### src/verilog/spf_pkg.sv
// Constants, states and timing for the stop mode power-fail sequencer
// Contract
// (RULE_01) Stop with monitor off: all supplies off, retain
// (RULE_02) Monitor off in stop: no warning, no reset
// (RULE_03) On wake enable monitor, flag warning band
// (RULE_04) On wake restart regulator, crystal, await warm-up
// (RULE_05) Vector to higher priority of warning, wake
// (RULE_06) Wake in reset band: reset, periodic monitoring
// (RULE_07) Below power-on threshold: hold reset, all off
// (RULE_08) Fourth port registers absent, accesses do nothing
// (RULE_09) Stop monitor off bit resets to one
// (RULE_10) Probe two ring cycles, confirm one more
// (RULE_11) Interval: continuous, 2^11, 2^12, 2^13 ring clocks
// (RULE_12) CPU clock gated until crystal ready
package spf_pkg;
    // System clock period in ns
    localparam int SPF_CLK_PERIOD_NS = 10;
    // Crystal warm-up time in ns
    localparam int SPF_CRYSTAL_WARMUP_TIME_NS = 10000;
    // Warm-up cycles, rounded up
    localparam int SPF_WARMUP_CYCLES =
        (SPF_CRYSTAL_WARMUP_TIME_NS + SPF_CLK_PERIOD_NS - 1) / SPF_CLK_PERIOD_NS;
    // Cycles the wake check waits for synchronised comparators
    localparam logic [1:0] SPF_SETTLE_CYCLES = 2'h3;
    // Ring-oscillator cycles of the detection window
    localparam logic [1:0] SPF_PROBE_TICKS = 2'h2;
    // Ring-oscillator cycles of the confirm window
    localparam logic [1:0] SPF_CONFIRM_TICKS = 2'h1;
    // Interval select codes
    localparam logic [1:0] SPF_IVL_CONT = 2'h0;
    localparam logic [1:0] SPF_IVL_2P11 = 2'h1;
    localparam logic [1:0] SPF_IVL_2P12 = 2'h2;
    localparam logic [1:0] SPF_IVL_2P13 = 2'h3;
    // Interval lengths in ring ticks
    localparam logic [13:0] SPF_TICKS_2P11 = 14'h0800;
    localparam logic [13:0] SPF_TICKS_2P12 = 14'h1000;
    localparam logic [13:0] SPF_TICKS_2P13 = 14'h2000;
    // Reset values
    localparam logic SPF_MONITOR_OFF_RST = 1'b1;
    localparam logic [7:0] SPF_PORT_FOUR_READ_RST = 8'h00;
    // Vector selections
    localparam logic SPF_VEC_WAKE = 1'b0;
    localparam logic SPF_VEC_PFAIL = 1'b1;
    // Sequencer states
    typedef enum logic [8:0] {
        SPF_RUN = 9'h001,
        SPF_STOP = 9'h002,
        SPF_WAKE_CHECK = 9'h004,
        SPF_WARMUP = 9'h008,
        SPF_VECTOR = 9'h010,
        SPF_PF_WAIT = 9'h020,
        SPF_PROBE = 9'h040,
        SPF_CONFIRM = 9'h080,
        SPF_POR_HOLD = 9'h100
    } spf_state_type;
endpackage : spf_pkg

### src/verilog/spf_sequencer.sv
// Stop mode power-fail sequencer top level
`timescale 1ns/100ps
`default_nettype none
module spf_sequencer
    import spf_pkg::*;
#(
    parameter int WARMUP_CYCLES = SPF_WARMUP_CYCLES
)
(
    input wire logic clk_sys,
    input wire logic rst,
    input wire logic stopReq,
    input wire logic wakeIrq,
    input wire logic pfPriorityHigher,
    input wire logic pfFlagClear,
    input wire logic cfgWrite,
    input wire logic cfgStopMonitorOff,
    input wire logic [1:0] intervalSel,
    input wire logic aboveWarnPin,
    input wire logic aboveResetPin,
    input wire logic abovePowerOnPin,
    input wire logic ringClkPin,
    input wire logic portFourWrite,
    input wire logic portFourRead,
    input wire logic [7:0] portFourWriteData,
    output logic monitorEn,
    output logic regulatorEn,
    output logic xtalEn,
    output logic sramRetain,
    output logic cpuClkEn,
    output logic cpuRst,
    output logic powerFailWarningFlag,
    output logic stopMonitorOff,
    output logic vectorValid,
    output logic vectorSel,
    output logic [7:0] portFourReadData
);
    // Analog and ring inputs: stage one and two of the synchronisers
    logic [3:0] syncA_ff;
    logic [3:0] syncB_ff;
    logic ringPrev_ff; // Last synchronised ring level
    logic aboveWarn;
    logic aboveReset;
    logic abovePowerOn;
    logic ringTick; // One cycle per ring-oscillator rising edge
    logic xtalReady;

    spf_state_type state_ff;
    spf_state_type nxt_state;
    logic [13:0] ticks_ff; // Ring ticks in the current wait or window
    logic [13:0] nxt_ticks;
    logic [1:0] settle_ff; // Wake check settle cycles
    logic [1:0] nxt_settle;
    logic resume_ff; // Warm-up ends by resuming, not by reboot
    logic nxt_resume;
    logic okWindow_ff; // Supply stayed above reset in window
    logic nxt_okWindow;
    // Output registers
    logic monitorEn_ff, regulatorEn_ff, xtalEn_ff, sramRetain_ff;
    logic cpuClkEn_ff, cpuRst_ff, flag_ff, monOff_ff, vecValid_ff, vecSel_ff;
    logic nxt_monitorEn, nxt_regulatorEn, nxt_xtalEn, nxt_sramRetain;
    logic nxt_cpuClkEn, nxt_cpuRst, nxt_flag, nxt_monOff, nxt_vecValid, nxt_vecSel;
    logic [7:0] portFourRead_ff;
    logic flagSet;

    assign aboveWarn = syncB_ff[0];
    assign aboveReset = syncB_ff[1];
    assign abovePowerOn = syncB_ff[2];
    assign ringTick = syncB_ff[3] & ~ringPrev_ff;

    // Interval length for a select code
    function automatic logic [13:0] spf_interval(input logic [1:0] sel);
        case (sel)
            SPF_IVL_2P11: spf_interval = SPF_TICKS_2P11;
            SPF_IVL_2P12: spf_interval = SPF_TICKS_2P12;
            SPF_IVL_2P13: spf_interval = SPF_TICKS_2P13;
            default: spf_interval = 14'h0000;
        endcase
    endfunction : spf_interval

    // Crystal warm-up counter
    spf_warmup_timer #(
        .WARMUP_CYCLES(WARMUP_CYCLES)
    ) warmup_inst (
        .clk_sys(clk_sys),
        .rst(rst),
        .xtalOn(xtalEn_ff),
        .xtalReady(xtalReady)
    );

    // Synchronise comparators and ring clock
    always_ff @(posedge clk_sys)
    begin
        if (rst)
        begin
            syncA_ff <= 4'h0;
            syncB_ff <= 4'h0;
            ringPrev_ff <= 1'b0;
        end
        else
        begin
            syncA_ff <= {ringClkPin, abovePowerOnPin, aboveResetPin, aboveWarnPin};
            syncB_ff <= syncA_ff;
            ringPrev_ff <= syncB_ff[3];
        end
    end

    // Sequencer next state
    always_comb
    begin
        nxt_state = state_ff;
        nxt_ticks = ticks_ff;
        nxt_settle = settle_ff;
        nxt_resume = resume_ff;
        nxt_okWindow = okWindow_ff;
        nxt_vecValid = 1'b0;
        nxt_vecSel = vecSel_ff;
        flagSet = 1'b0;
        case (state_ff)
            SPF_RUN:
            begin
                // Monitor runs continuously while executing
                if (!aboveReset)
                begin
                    nxt_state = SPF_PF_WAIT;
                    nxt_ticks = 14'h0000;
                end
                else
                begin
                    flagSet = !aboveWarn;
                    if (stopReq)
                        nxt_state = SPF_STOP;
                end
            end
            SPF_STOP:
            begin
                if (wakeIrq)
                begin
                    nxt_state = SPF_WAKE_CHECK; // RULE_03
                    nxt_settle = 2'h0;
                end
                else if (!monOff_ff && !aboveReset)
                begin
                    // Monitor left on in stop sees the reset band
                    nxt_state = SPF_PF_WAIT;
                    nxt_ticks = 14'h0000;
                end
                else if (!monOff_ff && !aboveWarn)
                begin
                    // Monitor left on in stop wakes on the warning
                    flagSet = 1'b1;
                    nxt_resume = 1'b1;
                    nxt_state = SPF_WARMUP;
                end
                // With the monitor off the comparators are ignored: RULE_02
            end
            SPF_WAKE_CHECK:
            begin
                // Let the freshly enabled monitor settle through sync
                if (settle_ff != SPF_SETTLE_CYCLES)
                    nxt_settle = settle_ff + 2'h1;
                else if (!aboveReset)
                begin
                    nxt_state = SPF_PF_WAIT; // RULE_06
                    nxt_ticks = 14'h0000;
                end
                else
                begin
                    flagSet = !aboveWarn; // RULE_03
                    nxt_resume = 1'b1;
                    nxt_state = SPF_WARMUP; // RULE_04
                end
            end
            SPF_WARMUP:
            begin
                if (xtalReady)
                begin
                    // Resume into the vector, or boot out of reset: RULE_12
                    nxt_state = resume_ff ? SPF_VECTOR : SPF_RUN;
                    nxt_resume = 1'b0;
                end
            end
            SPF_VECTOR:
            begin
                // Pick the higher priority pending source
                nxt_vecValid = 1'b1;
                nxt_vecSel = (flag_ff && pfPriorityHigher) ? SPF_VEC_PFAIL : SPF_VEC_WAKE; // RULE_05
                nxt_state = SPF_RUN;
            end
            SPF_PF_WAIT:
            begin
                // Idle between probes for the chosen interval
                if (ticks_ff >= spf_interval(intervalSel)) // RULE_11
                begin
                    nxt_state = SPF_PROBE;
                    nxt_settle = 2'h0;
                    nxt_ticks = 14'h0000;
                    nxt_okWindow = 1'b1;
                end
                else if (ringTick)
                    nxt_ticks = ticks_ff + 14'h0001;
            end
            SPF_PROBE:
            begin
                // Detection on for two ring cycles, once settled
                if (settle_ff != SPF_SETTLE_CYCLES)
                    nxt_settle = settle_ff + 2'h1;
                else
                    nxt_okWindow = okWindow_ff & aboveReset;
                if (ringTick)
                begin
                    nxt_ticks = ticks_ff + 14'h0001;
                    if (ticks_ff[1:0] + 2'h1 == SPF_PROBE_TICKS) // RULE_10
                    begin
                        nxt_ticks = 14'h0000;
                        nxt_state = (okWindow_ff && aboveReset) ? SPF_CONFIRM : SPF_PF_WAIT;
                        nxt_okWindow = 1'b1;
                    end
                end
            end
            SPF_CONFIRM:
            begin
                // One further ring cycle above reset releases after warm-up
                nxt_okWindow = okWindow_ff & aboveReset;
                if (!aboveReset)
                begin
                    nxt_state = SPF_PF_WAIT; // RULE_10
                    nxt_ticks = 14'h0000;
                end
                else if (ringTick && ticks_ff[1:0] + 2'h1 == SPF_CONFIRM_TICKS)
                begin
                    nxt_state = SPF_WARMUP; // RULE_10
                    nxt_resume = 1'b0;
                    nxt_ticks = 14'h0000;
                end
                else if (ringTick)
                    nxt_ticks = ticks_ff + 14'h0001;
            end
            SPF_POR_HOLD:
            begin
                // Leave through the periodic probe once above power-on
                if (abovePowerOn)
                begin
                    nxt_state = SPF_PF_WAIT;
                    nxt_ticks = 14'h0000;
                end
            end
            default:
            begin
                nxt_state = SPF_POR_HOLD;
            end
        endcase
        // Power-on detector overrides the next state and any flag set
        if (!abovePowerOn)
        begin
            nxt_state = SPF_POR_HOLD; // RULE_07
            flagSet = 1'b0;
        end
        // Flag: a set in the clearing cycle wins
        nxt_flag = flagSet | (flag_ff & ~pfFlagClear);
        // Stop monitor off bit written by software
        nxt_monOff = cfgWrite ? cfgStopMonitorOff : monOff_ff;
    end

    // Supply and clock enables from the next state
    always_comb
    begin
        nxt_monitorEn = 1'b0;
        nxt_regulatorEn = 1'b0;
        nxt_xtalEn = 1'b0;
        nxt_sramRetain = 1'b1;
        nxt_cpuClkEn = 1'b0;
        nxt_cpuRst = 1'b1;
        case (nxt_state)
            SPF_RUN, SPF_VECTOR:
            begin
                nxt_monitorEn = 1'b1;
                nxt_regulatorEn = 1'b1;
                nxt_xtalEn = 1'b1;
                nxt_cpuClkEn = 1'b1; // RULE_12
                nxt_cpuRst = 1'b0;
            end
            SPF_STOP:
            begin
                nxt_monitorEn = !nxt_monOff; // RULE_01
                nxt_cpuRst = 1'b0;
            end
            SPF_WAKE_CHECK:
            begin
                nxt_monitorEn = 1'b1; // RULE_03
                nxt_cpuRst = 1'b0;
            end
            SPF_WARMUP:
            begin
                nxt_monitorEn = 1'b1;
                nxt_regulatorEn = 1'b1; // RULE_04
                nxt_xtalEn = 1'b1;
                nxt_cpuRst = !nxt_resume;
            end
            SPF_PF_WAIT:
            begin
                nxt_monitorEn = (intervalSel == SPF_IVL_CONT); // RULE_06
            end
            SPF_PROBE, SPF_CONFIRM:
            begin
                nxt_monitorEn = 1'b1; // RULE_10
            end
            default:
            begin
                nxt_sramRetain = 1'b0; // RULE_07
            end
        endcase
    end

    // Register sequencer state and outputs
    always_ff @(posedge clk_sys)
    begin
        if (rst)
        begin
            state_ff <= SPF_POR_HOLD;
            ticks_ff <= 14'h0000;
            settle_ff <= 2'h0;
            resume_ff <= 1'b0;
            okWindow_ff <= 1'b0;
            monitorEn_ff <= 1'b0;
            regulatorEn_ff <= 1'b0;
            xtalEn_ff <= 1'b0;
            sramRetain_ff <= 1'b0;
            cpuClkEn_ff <= 1'b0;
            cpuRst_ff <= 1'b1;
            flag_ff <= 1'b0;
            monOff_ff <= SPF_MONITOR_OFF_RST; // RULE_09
            vecValid_ff <= 1'b0;
            vecSel_ff <= SPF_VEC_WAKE;
            portFourRead_ff <= SPF_PORT_FOUR_READ_RST;
        end
        else
        begin
            state_ff <= nxt_state;
            ticks_ff <= nxt_ticks;
            settle_ff <= nxt_settle;
            resume_ff <= nxt_resume;
            okWindow_ff <= nxt_okWindow;
            monitorEn_ff <= nxt_monitorEn;
            regulatorEn_ff <= nxt_regulatorEn;
            xtalEn_ff <= nxt_xtalEn;
            sramRetain_ff <= nxt_sramRetain;
            cpuClkEn_ff <= nxt_cpuClkEn;
            cpuRst_ff <= nxt_cpuRst;
            flag_ff <= nxt_flag;
            monOff_ff <= nxt_monOff;
            vecValid_ff <= nxt_vecValid;
            vecSel_ff <= nxt_vecSel;
            // Fourth port is absent: writes dropped, reads give zero
            portFourRead_ff <= SPF_PORT_FOUR_READ_RST; // RULE_08
        end
    end

    assign monitorEn = monitorEn_ff;
    assign regulatorEn = regulatorEn_ff;
    assign xtalEn = xtalEn_ff;
    assign sramRetain = sramRetain_ff;
    assign cpuClkEn = cpuClkEn_ff;
    assign cpuRst = cpuRst_ff;
    assign powerFailWarningFlag = flag_ff;
    assign stopMonitorOff = monOff_ff;
    assign vectorValid = vecValid_ff;
    assign vectorSel = vecSel_ff;
    assign portFourReadData = portFourRead_ff;

    // Port four strobes are accepted and have no effect
    logic unusedPortFour;
    assign unusedPortFour = ^{portFourWrite, portFourRead, portFourWriteData};
endmodule : spf_sequencer
`default_nettype wire

### src/verilog/spf_warmup_timer.sv
// Crystal warm-up counter giving a crystal-ready level
`timescale 1ns/100ps
`default_nettype none
module spf_warmup_timer
    import spf_pkg::*;
#(
    parameter int WARMUP_CYCLES = SPF_WARMUP_CYCLES
)
(
    input wire logic clk_sys,
    input wire logic rst,
    input wire logic xtalOn,
    output logic xtalReady
);
    // Refuse a count the counter cannot hold
    if (WARMUP_CYCLES < 1 || WARMUP_CYCLES > 65535)
    begin : gRange
        $error("spf_warmup_timer: WARMUP_CYCLES out of range");
    end

    localparam logic [15:0] LAST = 16'(WARMUP_CYCLES - 1);

    logic [15:0] count_ff; // Cycles since the crystal was enabled
    logic [15:0] nxt_count;
    logic ready_ff; // Warm-up complete
    logic nxt_ready;

    assign xtalReady = ready_ff;

    // Count while the crystal runs, clear when it stops
    always_comb
    begin
        nxt_count = count_ff;
        nxt_ready = ready_ff;
        if (!xtalOn)
        begin
            nxt_count = 16'h0000;
            nxt_ready = 1'b0;
        end
        else if (count_ff == LAST)
            nxt_ready = 1'b1;
        else
            nxt_count = count_ff + 16'h0001;
    end

    // Register counter state
    always_ff @(posedge clk_sys)
    begin
        if (rst)
        begin
            count_ff <= 16'h0000;
            ready_ff <= 1'b0;
        end
        else
        begin
            count_ff <= nxt_count;
            ready_ff <= nxt_ready;
        end
    end
endmodule : spf_warmup_timer
`default_nettype wire

### config.mk
export PLATFORM = sky130hd
export DESIGN_NAME = spf_sequencer
export DESIGN_NICKNAME = d
export VERILOG_FILES = /design/src/verilog/spf_pkg.sv /design/src/verilog/spf_sequencer.sv /design/src/verilog/spf_warmup_timer.sv
export SDC_FILE = /design/constraint.sdc
export NUM_CORES = 1
export LEC_CHECK = 0
export BUFFER_PORTS_ARGS = -buffer_cell sky130_fd_sc_hd__buf_2
export CAP_MARGIN = 20
export CORE_MARGIN = 2
export CORE_UTILIZATION = 35
export CTS_CLUSTER_DIAMETER = 30
export DETAILED_ROUTE_END_ITERATION = 7
export PLACE_DENSITY = 0.58
export SLEW_MARGIN = 20
export SYNTH_ARGS = -nofsm -noshare
export SYNTH_HDL_FRONTEND = slang
export SYNTH_SLANG_ARGS = --single-unit
### constraint.sdc
create_clock -name clk_sys -period 3.1 [get_ports clk_sys]
set_clock_uncertainty 0.15 [all_clocks]
set_input_delay 0.465 -clock clk_sys [delete_from_list [all_inputs] [get_ports clk_sys]]
set_output_delay 0.465 -clock clk_sys [all_outputs]
set_load 0.03 [all_outputs]
== Word level (Yosys, flattened, before mapping) ==
Cells that the tools add are included.
Operators by class
  add/subtract/negate cells: 4
  order comparisons: 1
  equal/unequal tests: 32
  multiplexer cells: 64
  bitwise operators: 7
  reductions and logical operators: 24
Operator list (number)
  2-to-1 mux 14 bit: 12
  2-to-1 mux 9 bit: 13
  case mux 14 bit (7 select lines): 1
  case mux 9 bit (9 select lines): 1
  case mux 14 bit (3 select lines): 1
  2-to-1 mux 1 bit: 24
  == test 9 x 1 -> 1 bit (second input constant): 2
  == test 9 x 2 -> 1 bit (second input constant): 2
  == test 9 x 3 -> 1 bit (second input constant): 2
  == test 9 x 4 -> 1 bit (second input constant): 2
  == test 9 x 5 -> 1 bit (second input constant): 2
  == test 9 x 6 -> 1 bit (second input constant): 2
  == test 9 x 7 -> 1 bit (second input constant): 2
  == test 9 x 8 -> 1 bit (second input constant): 2
  adder 16 x 1 -> 16 bit (second input constant): 1
  == test 16 x 10 -> 1 bit (second input constant): 1
  inequality test 2 bit (second input constant): 8
  adder 14 x 1 -> 14 bit (second input constant): 1
  >= comparator 14 bit: 1
  == test 9 bit (second input constant): 1
  case mux 1 bit (3 select lines): 3
  2-to-1 mux 8 bit: 1
  OR reduction 8 bit: 1
  nonzero test 7 bit: 1
  24 further kinds: 45
Storage, ports and cells
  bits in registers: 62
  input port bits: 24
  output and inout port bits: 18
  logic and storage cells: 151

== Logic depth before layout (Yosys ltp) ==
  depth in word-level cells: 10
  gate-level depth with buffers: 9
  mapped depth without buffers: 8

== Modules after synthesis ==
From an unflattened synthesis, not the netlist that was laid out.
Unflattened totals
  cells, all modules: 436
  area, all modules: 3618.5 um2
By module, submodules not included
  spf_sequencer: instances 1, cells each 342, area each 2805.2 um2, sequential area each 900.9 um2
  spf_warmup_timer: instances 1, cells each 94, area each 813.3 um2, sequential area each 340.3 um2

== Least setup slack after synthesis ==
No wires, ideal clock.
  path kind: in2reg
  from: in intervalSel[1]
  to: reg monitorEn_ff, in the netlist monitorEn
  library setup time: 125 ps
  arrival time: 2315 ps
  required time: 2825 ps
  setup slack: 510 ps
  cell stages on the path: 8
  path buffers: 0
  path through: nand2_1 ha_1 nor4b_1 nand4_2 and4_4 nor4_1 o311ai_1 o41a_1
Between the ends
  longest elaborated chain between the ends: 10
  elaborated cells on any way between the ends: 20
  classes of those cells: order compare: 1; eq/ne: 11; mux: 6; reduce/logical: 2
RTL lines
  start: declaration: RTL line spf_sequencer.sv:18  | input wire logic [1:0] intervalSel,
  == test 2 bit / == test 2 x 1 -> 1 bit (equally long branches): RTL line spf_sequencer.sv:73  | case (sel)
  case mux 14 bit (3 select lines): RTL line spf_sequencer.sv:73
  2-to-1 mux 14 bit: RTL line spf_sequencer.sv:119  | case (state_ff)
  >= comparator 14 bit: RTL line spf_sequencer.sv:193  | if (ticks_ff >= spf_interval(intervalSel))
  2-to-1 mux 9 bit: RTL line spf_sequencer.sv:193
  case mux 9 bit (9 select lines): RTL line spf_sequencer.sv:119
  2-to-1 mux 9 bit: RTL line spf_sequencer.sv:254  | if (!abovePowerOn)
  == test 9 x 4 -> 1 bit, or another cell as far along: RTL line spf_sequencer.sv:274  | case (nxt_state)
  OR reduction 6 bit (no source line)
  case mux 1 bit (3 select lines) *: RTL line spf_sequencer.sv:274
  end signal: assignment: RTL line spf_sequencer.sv:344  | monitorEn_ff <= nxt_monitorEn;
  end: declaration: RTL line spf_sequencer.sv:59  | logic monitorEn_ff, regulatorEn_ff, xtalEn_ff, sramRetain_ff;
Every way passes the cells marked *; elsewhere a longest branch is shown, timed or not. The select of a mux whose other input is x is not followed.
A chain may end at the register's enable or synchronous reset.

== Worst setup path in the final report ==
  from: reg ticks_ff[0]
  to: reg ticks_ff[7]
Between the ends
  longest elaborated chain between the ends: 6
  elaborated cells on any way between the ends: 13
  classes of those cells: add/sub: 2; order compare: 1; eq/ne: 2; mux: 7; reduce/logical: 1
RTL lines
  start: declaration: RTL line spf_sequencer.sv:50  | logic [13:0] ticks_ff;
  start signal: assignment: RTL line spf_sequencer.sv:340  | ticks_ff <= nxt_ticks;
  parallel branches: the longest is 5 deep, another holds adder 14 x 1 -> 14 bit
  case mux 14 bit (7 select lines) *: RTL line spf_sequencer.sv:119
Mark *: on every way between the ends. The select of a mux whose other input is x is not followed.

==> impl_metrics.xml <==
<?xml version="1.0" encoding="UTF-8"?>
<metrics>
  <group name="run_status">
    <metric name="status" unit="">finished, final reports clean</metric>
  </group>
  <group name="power">
    <metric name="total_design_power" unit="mW">1.70</metric>
    <metric name="p_leak" unit="nW">1.45</metric>
    <metric name="power.density" unit="nW/um2">399</metric>
    <metric name="max-vdd-ir-drop" unit="V">0.000212</metric>
  </group>
  <group name="flow_run">
    <metric name="cap_viol_max_count" unit="">0</metric>
  </group>
  <group name="timing">
    <metric name="setup_viol" unit="">0</metric>
    <metric name="unrepaired_setup_endpoints_after_global_routing" unit="">no</metric>
    <metric name="worst_pin_slew" unit="ns">0.646</metric>
    <metric name="worst_hold_slack" unit="ns">0.166</metric>
    <metric name="headroom_to_the_max_slew_limit" unit="%">56.9</metric>
    <metric name="final_critical_path_setup_slack" unit="ns">0.329</metric>
    <metric name="fin_crit_period" unit="ns">2.77</metric>
    <metric name="final.period_utilization" unit="%">89.4</metric>
    <metric name="fin_tns_setup" unit="ns">0</metric>
    <metric name="fmax_achieved" unit="MHz">361</metric>
    <metric name="slew_violations" unit="">0</metric>
    <metric name="fin_hold_viols" unit="">0</metric>
  </group>
  <group name="synth">
    <metric name="synthesized_area_fraction_occupied_by_ao_oa_aoi_and_oai_cells" unit="%">18.5</metric>
    <metric name="synth-adder-area-share" unit="%">3.26</metric>
    <metric name="postSynthCellCount" unit="">469</metric>
    <metric name="warnings_from_yosys" unit="">0</metric>
    <metric name="syn-mean-instance-area" unit="um2">8.18</metric>
    <metric name="xor_xnor_share_of_the_synthesized_area" unit="%">3.88</metric>
    <metric name="synth-simple-area-share" unit="%">34.3</metric>
    <metric name="synth_seq_cells" unit="">62</metric>
    <metric name="synth_top_family_by_area" unit="">simple AND/OR/NAND/NOR gates</metric>
    <metric name="muxShareOfSynthArea" unit="%">1.31</metric>
    <metric name="synth_cell_types" unit="">78</metric>
    <metric name="post_synth_instance_area" unit="um2">3830</metric>
    <metric name="ys_dominant_reg_cell" unit="">sky130_fd_sc_hd__dfxtp_1</metric>
    <metric name="number_of_synthesized_flops_with_an_enable_pin" unit="">0</metric>
    <metric name="postSynth.asyncResetShare" unit="%">0</metric>
    <metric name="synth_seq_area_share" unit="%">32.4</metric>
  </group>
  <group name="clocking">
    <metric name="worstSkewPairLatency" unit="ns">0.36</metric>
    <metric name="cts_buffers" unit="">9</metric>
    <metric name="cts.path.max_buffers" unit="">2</metric>
    <metric name="cts_root_buf" unit="">sky130_fd_sc_hd__clkbuf_8</metric>
    <metric name="ctsResizeCount" unit="">0</metric>
    <metric name="cts_tree" unit="">built</metric>
    <metric name="post_cts.repair.setup_buffers" unit="">0</metric>
    <metric name="htree_num_levels" unit="">3</metric>
    <metric name="clk_transition_reported_paths" unit="ns">0.08</metric>
    <metric name="clock_sink_count" unit="">62</metric>
    <metric name="hold_buffers" unit="">0</metric>
  </group>
  <group name="critical_path">
    <metric name="setup.worst_path.end_class" unit="">flop</metric>
    <metric name="cp.arrival" unit="ns">2.88</metric>
    <metric name="worst-endpoint-required" unit="ns">3.21</metric>
    <metric name="worst_setup_path_start_kind" unit="">flop</metric>
    <metric name="critPathKind" unit="">flop to flop</metric>
    <metric name="crit_fanout" unit="">7</metric>
  </group>
  <group name="min_path">
    <metric name="hold_path.class" unit="">primary input to flop</metric>
  </group>
  <group name="cells_and_area">
    <metric name="antenna_cells" unit="">0</metric>
    <metric name="fill_cells" unit="">1111</metric>
    <metric name="layout-area-overhead-vs-synth" unit="%">10.8</metric>
    <metric name="final_nets" unit="">521</metric>
    <metric name="finalNonFillerCells" unit="">631</metric>
    <metric name="fraction_of_layout_cells_with_a_size_suffix_above_1" unit="%">14.7</metric>
  </group>
  <group name="placement">
    <metric name="numPortBuffers" unit="">23</metric>
    <metric name="hpwlAfterDp" unit="um">7180</metric>
    <metric name="gp_congestion" unit="">0.891</metric>
    <metric name="place.detailed.instances" unit="">616</metric>
    <metric name="place_worst_setup_slack" unit="ns">0.142</metric>
  </group>
  <group name="routing">
    <metric name="detail_route.vias_per_cell" unit="">5.60</metric>
    <metric name="drt-total-wl" unit="um">9950</metric>
    <metric name="first_iter_violations" unit="">213</metric>
    <metric name="vias" unit="">3535</metric>
    <metric name="routed_antenna_nets" unit="">0</metric>
    <metric name="detail_route.first_pass.iterations" unit="">5</metric>
    <metric name="wl_per_cell" unit="um">15.8</metric>
    <metric name="drc" unit="">0</metric>
  </group>
  <group name="floorplan">
    <metric name="design.die.area" unit="um2">11800</metric>
    <metric name="initial_core_util" unit="%">35.7</metric>
    <metric name="core" unit="um2">10700</metric>
    <metric name="chipHeight" unit="um">109</metric>
    <metric name="ioPinCount" unit="">42</metric>
    <metric name="die_w" unit="um">109</metric>
    <metric name="rows" unit="">38</metric>
  </group>
  <group name="grt">
    <metric name="grt_antenna_before_repair" unit="">0</metric>
    <metric name="overflow" unit="">0</metric>
    <metric name="first_pass_grt_wire_length" unit="um">16300</metric>
    <metric name="grt_usage" unit="%">17.7</metric>
    <metric name="grt_pass1_vias" unit="">3304</metric>
    <metric name="grt_start_max_net_pins" unit="">23</metric>
  </group>
</metrics>
path summary, 6_finish.rpt:
kind	from	endpoint	slack (ns)	cells after the start
worst max-delay path	ticks_ff[0]$_SDFFE_PP0P_	ticks_ff[7]$_SDFFE_PP0P_	0.33	8
worst min-delay path	aboveWarnPin	syncA_ff[0]$_SDFF_PP0_	0.17	2
worst min register to register	syncA_ff[2]$_SDFF_PP0_	syncB_ff[2]$_SDFF_PP0_	0.28	1
worst max register to register	ticks_ff[0]$_SDFFE_PP0P_	ticks_ff[7]$_SDFFE_PP0P_	0.33	8
routing by layer:
metal / global-route usage (%) / part of all wire, % / vias to the layer above
li1: - / - / 1737
met1: 22.7 / 45 / 1672
met2: 27.9 / 47 / 108
met3: 4.66 / 6.5 / 18
met4: 7.60 / 1.8 / 0
met5: 0 / 0 / -
cell type report:
| class | count | area [um2] | area share [%] |
|---|---|---|---|
| Inverter | 17 | 63.8 | 1.50 |
| Multi-Input combinational cell | 365 | 2380 | 55.9 |
| Timing Repair Buffer | 32 | 183 | 4.30 |
| Tap cell | 140 | 175 | 4.12 |
| Clock buffer | 9 | 124 | 2.91 |
| Sequential cell | 62 | 1240 | 29.2 |
| Clock inverter | 6 | 87.6 | 2.06 |
cells in the mapped netlist (3+ instances only):
library cell	count	area, um2
sky130_fd_sc_hd__xnor2_1	8	70.1
sky130_fd_sc_hd__clkbuf_1	9	33.8
sky130_fd_sc_hd__and2_1	4	25.0
sky130_fd_sc_hd__o211ai_1	5	37.5
sky130_fd_sc_hd__nand4_1	14	87.6
sky130_fd_sc_hd__xor2_1	9	78.8
sky130_fd_sc_hd__dfxtp_1	62	1240
sky130_fd_sc_hd__buf_4	11	82.6
sky130_fd_sc_hd__buf_2	9	45.0
sky130_fd_sc_hd__nor4b_1	9	78.8
sky130_fd_sc_hd__o31ai_1	3	22.5
sky130_fd_sc_hd__nor2b_1	17	106
sky130_fd_sc_hd__a21oi_1	20	100
sky130_fd_sc_hd__nand2_1	28	105
sky130_fd_sc_hd__mux2i_1	5	50.1
sky130_fd_sc_hd__ha_1	10	125
sky130_fd_sc_hd__nand3b_1	3	22.5
sky130_fd_sc_hd__nor2_2	3	18.8
sky130_fd_sc_hd__nand3_1	22	110
sky130_fd_sc_hd__nor2_1	55	206
sky130_fd_sc_hd__nor4_1	7	43.8
sky130_fd_sc_hd__a41oi_1	5	43.8
sky130_fd_sc_hd__o2111ai_1	3	26.3
sky130_fd_sc_hd__nand2b_1	7	43.8
sky130_fd_sc_hd__a31oi_1	9	56.3
sky130_fd_sc_hd__inv_1	16	60.1
sky130_fd_sc_hd__or2_2	3	18.8
sky130_fd_sc_hd__nor3b_1	6	45.0
sky130_fd_sc_hd__o21ai_1	3	15.0
sky130_fd_sc_hd__nor3_1	15	75.1
sky130_fd_sc_hd__o21ai_0	21	105
sky130_fd_sc_hd__and3_1	10	62.6
sequential cells by signal, summed over array words and instances, names as in the netlist, 2 cells and up:
signal                cells
state_ff                  9
warmup_inst.count_ff     16
syncA_ff                  4
settle_ff                 2
ticks_ff                 14
syncB_ff                  4
placed cells by master, fill, tap and decap left out, types with 10 or more instances in the layout:
master	count
sky130_fd_sc_hd__a21oi_1	20
sky130_fd_sc_hd__and3_1	10
sky130_fd_sc_hd__buf_2	23
sky130_fd_sc_hd__dfxtp_1	62
sky130_fd_sc_hd__ha_1	10
sky130_fd_sc_hd__inv_1	16
sky130_fd_sc_hd__nand2_1	28
sky130_fd_sc_hd__nand3_1	22
sky130_fd_sc_hd__nand4_1	14
sky130_fd_sc_hd__nor2_1	55
sky130_fd_sc_hd__nor2b_1	17
sky130_fd_sc_hd__nor3_1	15
sky130_fd_sc_hd__o21ai_0	21
stage by stage:
| stage | instance area [um2] | utilization (%) |
|---|---|---|
| final | 4250 | 39.6 |
| after global routing | 4250 | 39.6 |
| after CTS | 4250 | 39.6 |
| after detailed placement | 4040 | 37.6 |
| after global placement | 4040 | 37.6 |
| after floorplan | 3860 | - |
power by group:
part	internal [mW]	leakage, nW	switching (mW)
registers	0.803	0.502	0.00728
clock network	0.447	0.109	0.340
logic	0.0327	0.840	0.0667
total	1.28	1.45	0.414
cells by family (layout without fill, tap and decap cells):
family          count (synthesis)  after routing
xor+xnor                       17             17
compound gates                 99             99
flops                          62             62
mux                             5              5
buf+inv                        49             64
fa+ha+maj                      10             10
simple gates                  226            226
other cells                     1              8
worst max-delay path: stages, from the launching register on:
cell and delay [ns]:
sky130_fd_sc_hd__dfxtp_1 0.44, sky130_fd_sc_hd__inv_1 0.12, sky130_fd_sc_hd__ha_1 0.23, sky130_fd_sc_hd__and3b_1 0.20, sky130_fd_sc_hd__nor4_1 0.19, sky130_fd_sc_hd__nand4_1 0.38, sky130_fd_sc_hd__a31oi_1 0.55, sky130_fd_sc_hd__o31ai_1 0.11
sky130_fd_sc_hd__a221oi_1 0.31
Power figures use the tool's default switching activity.
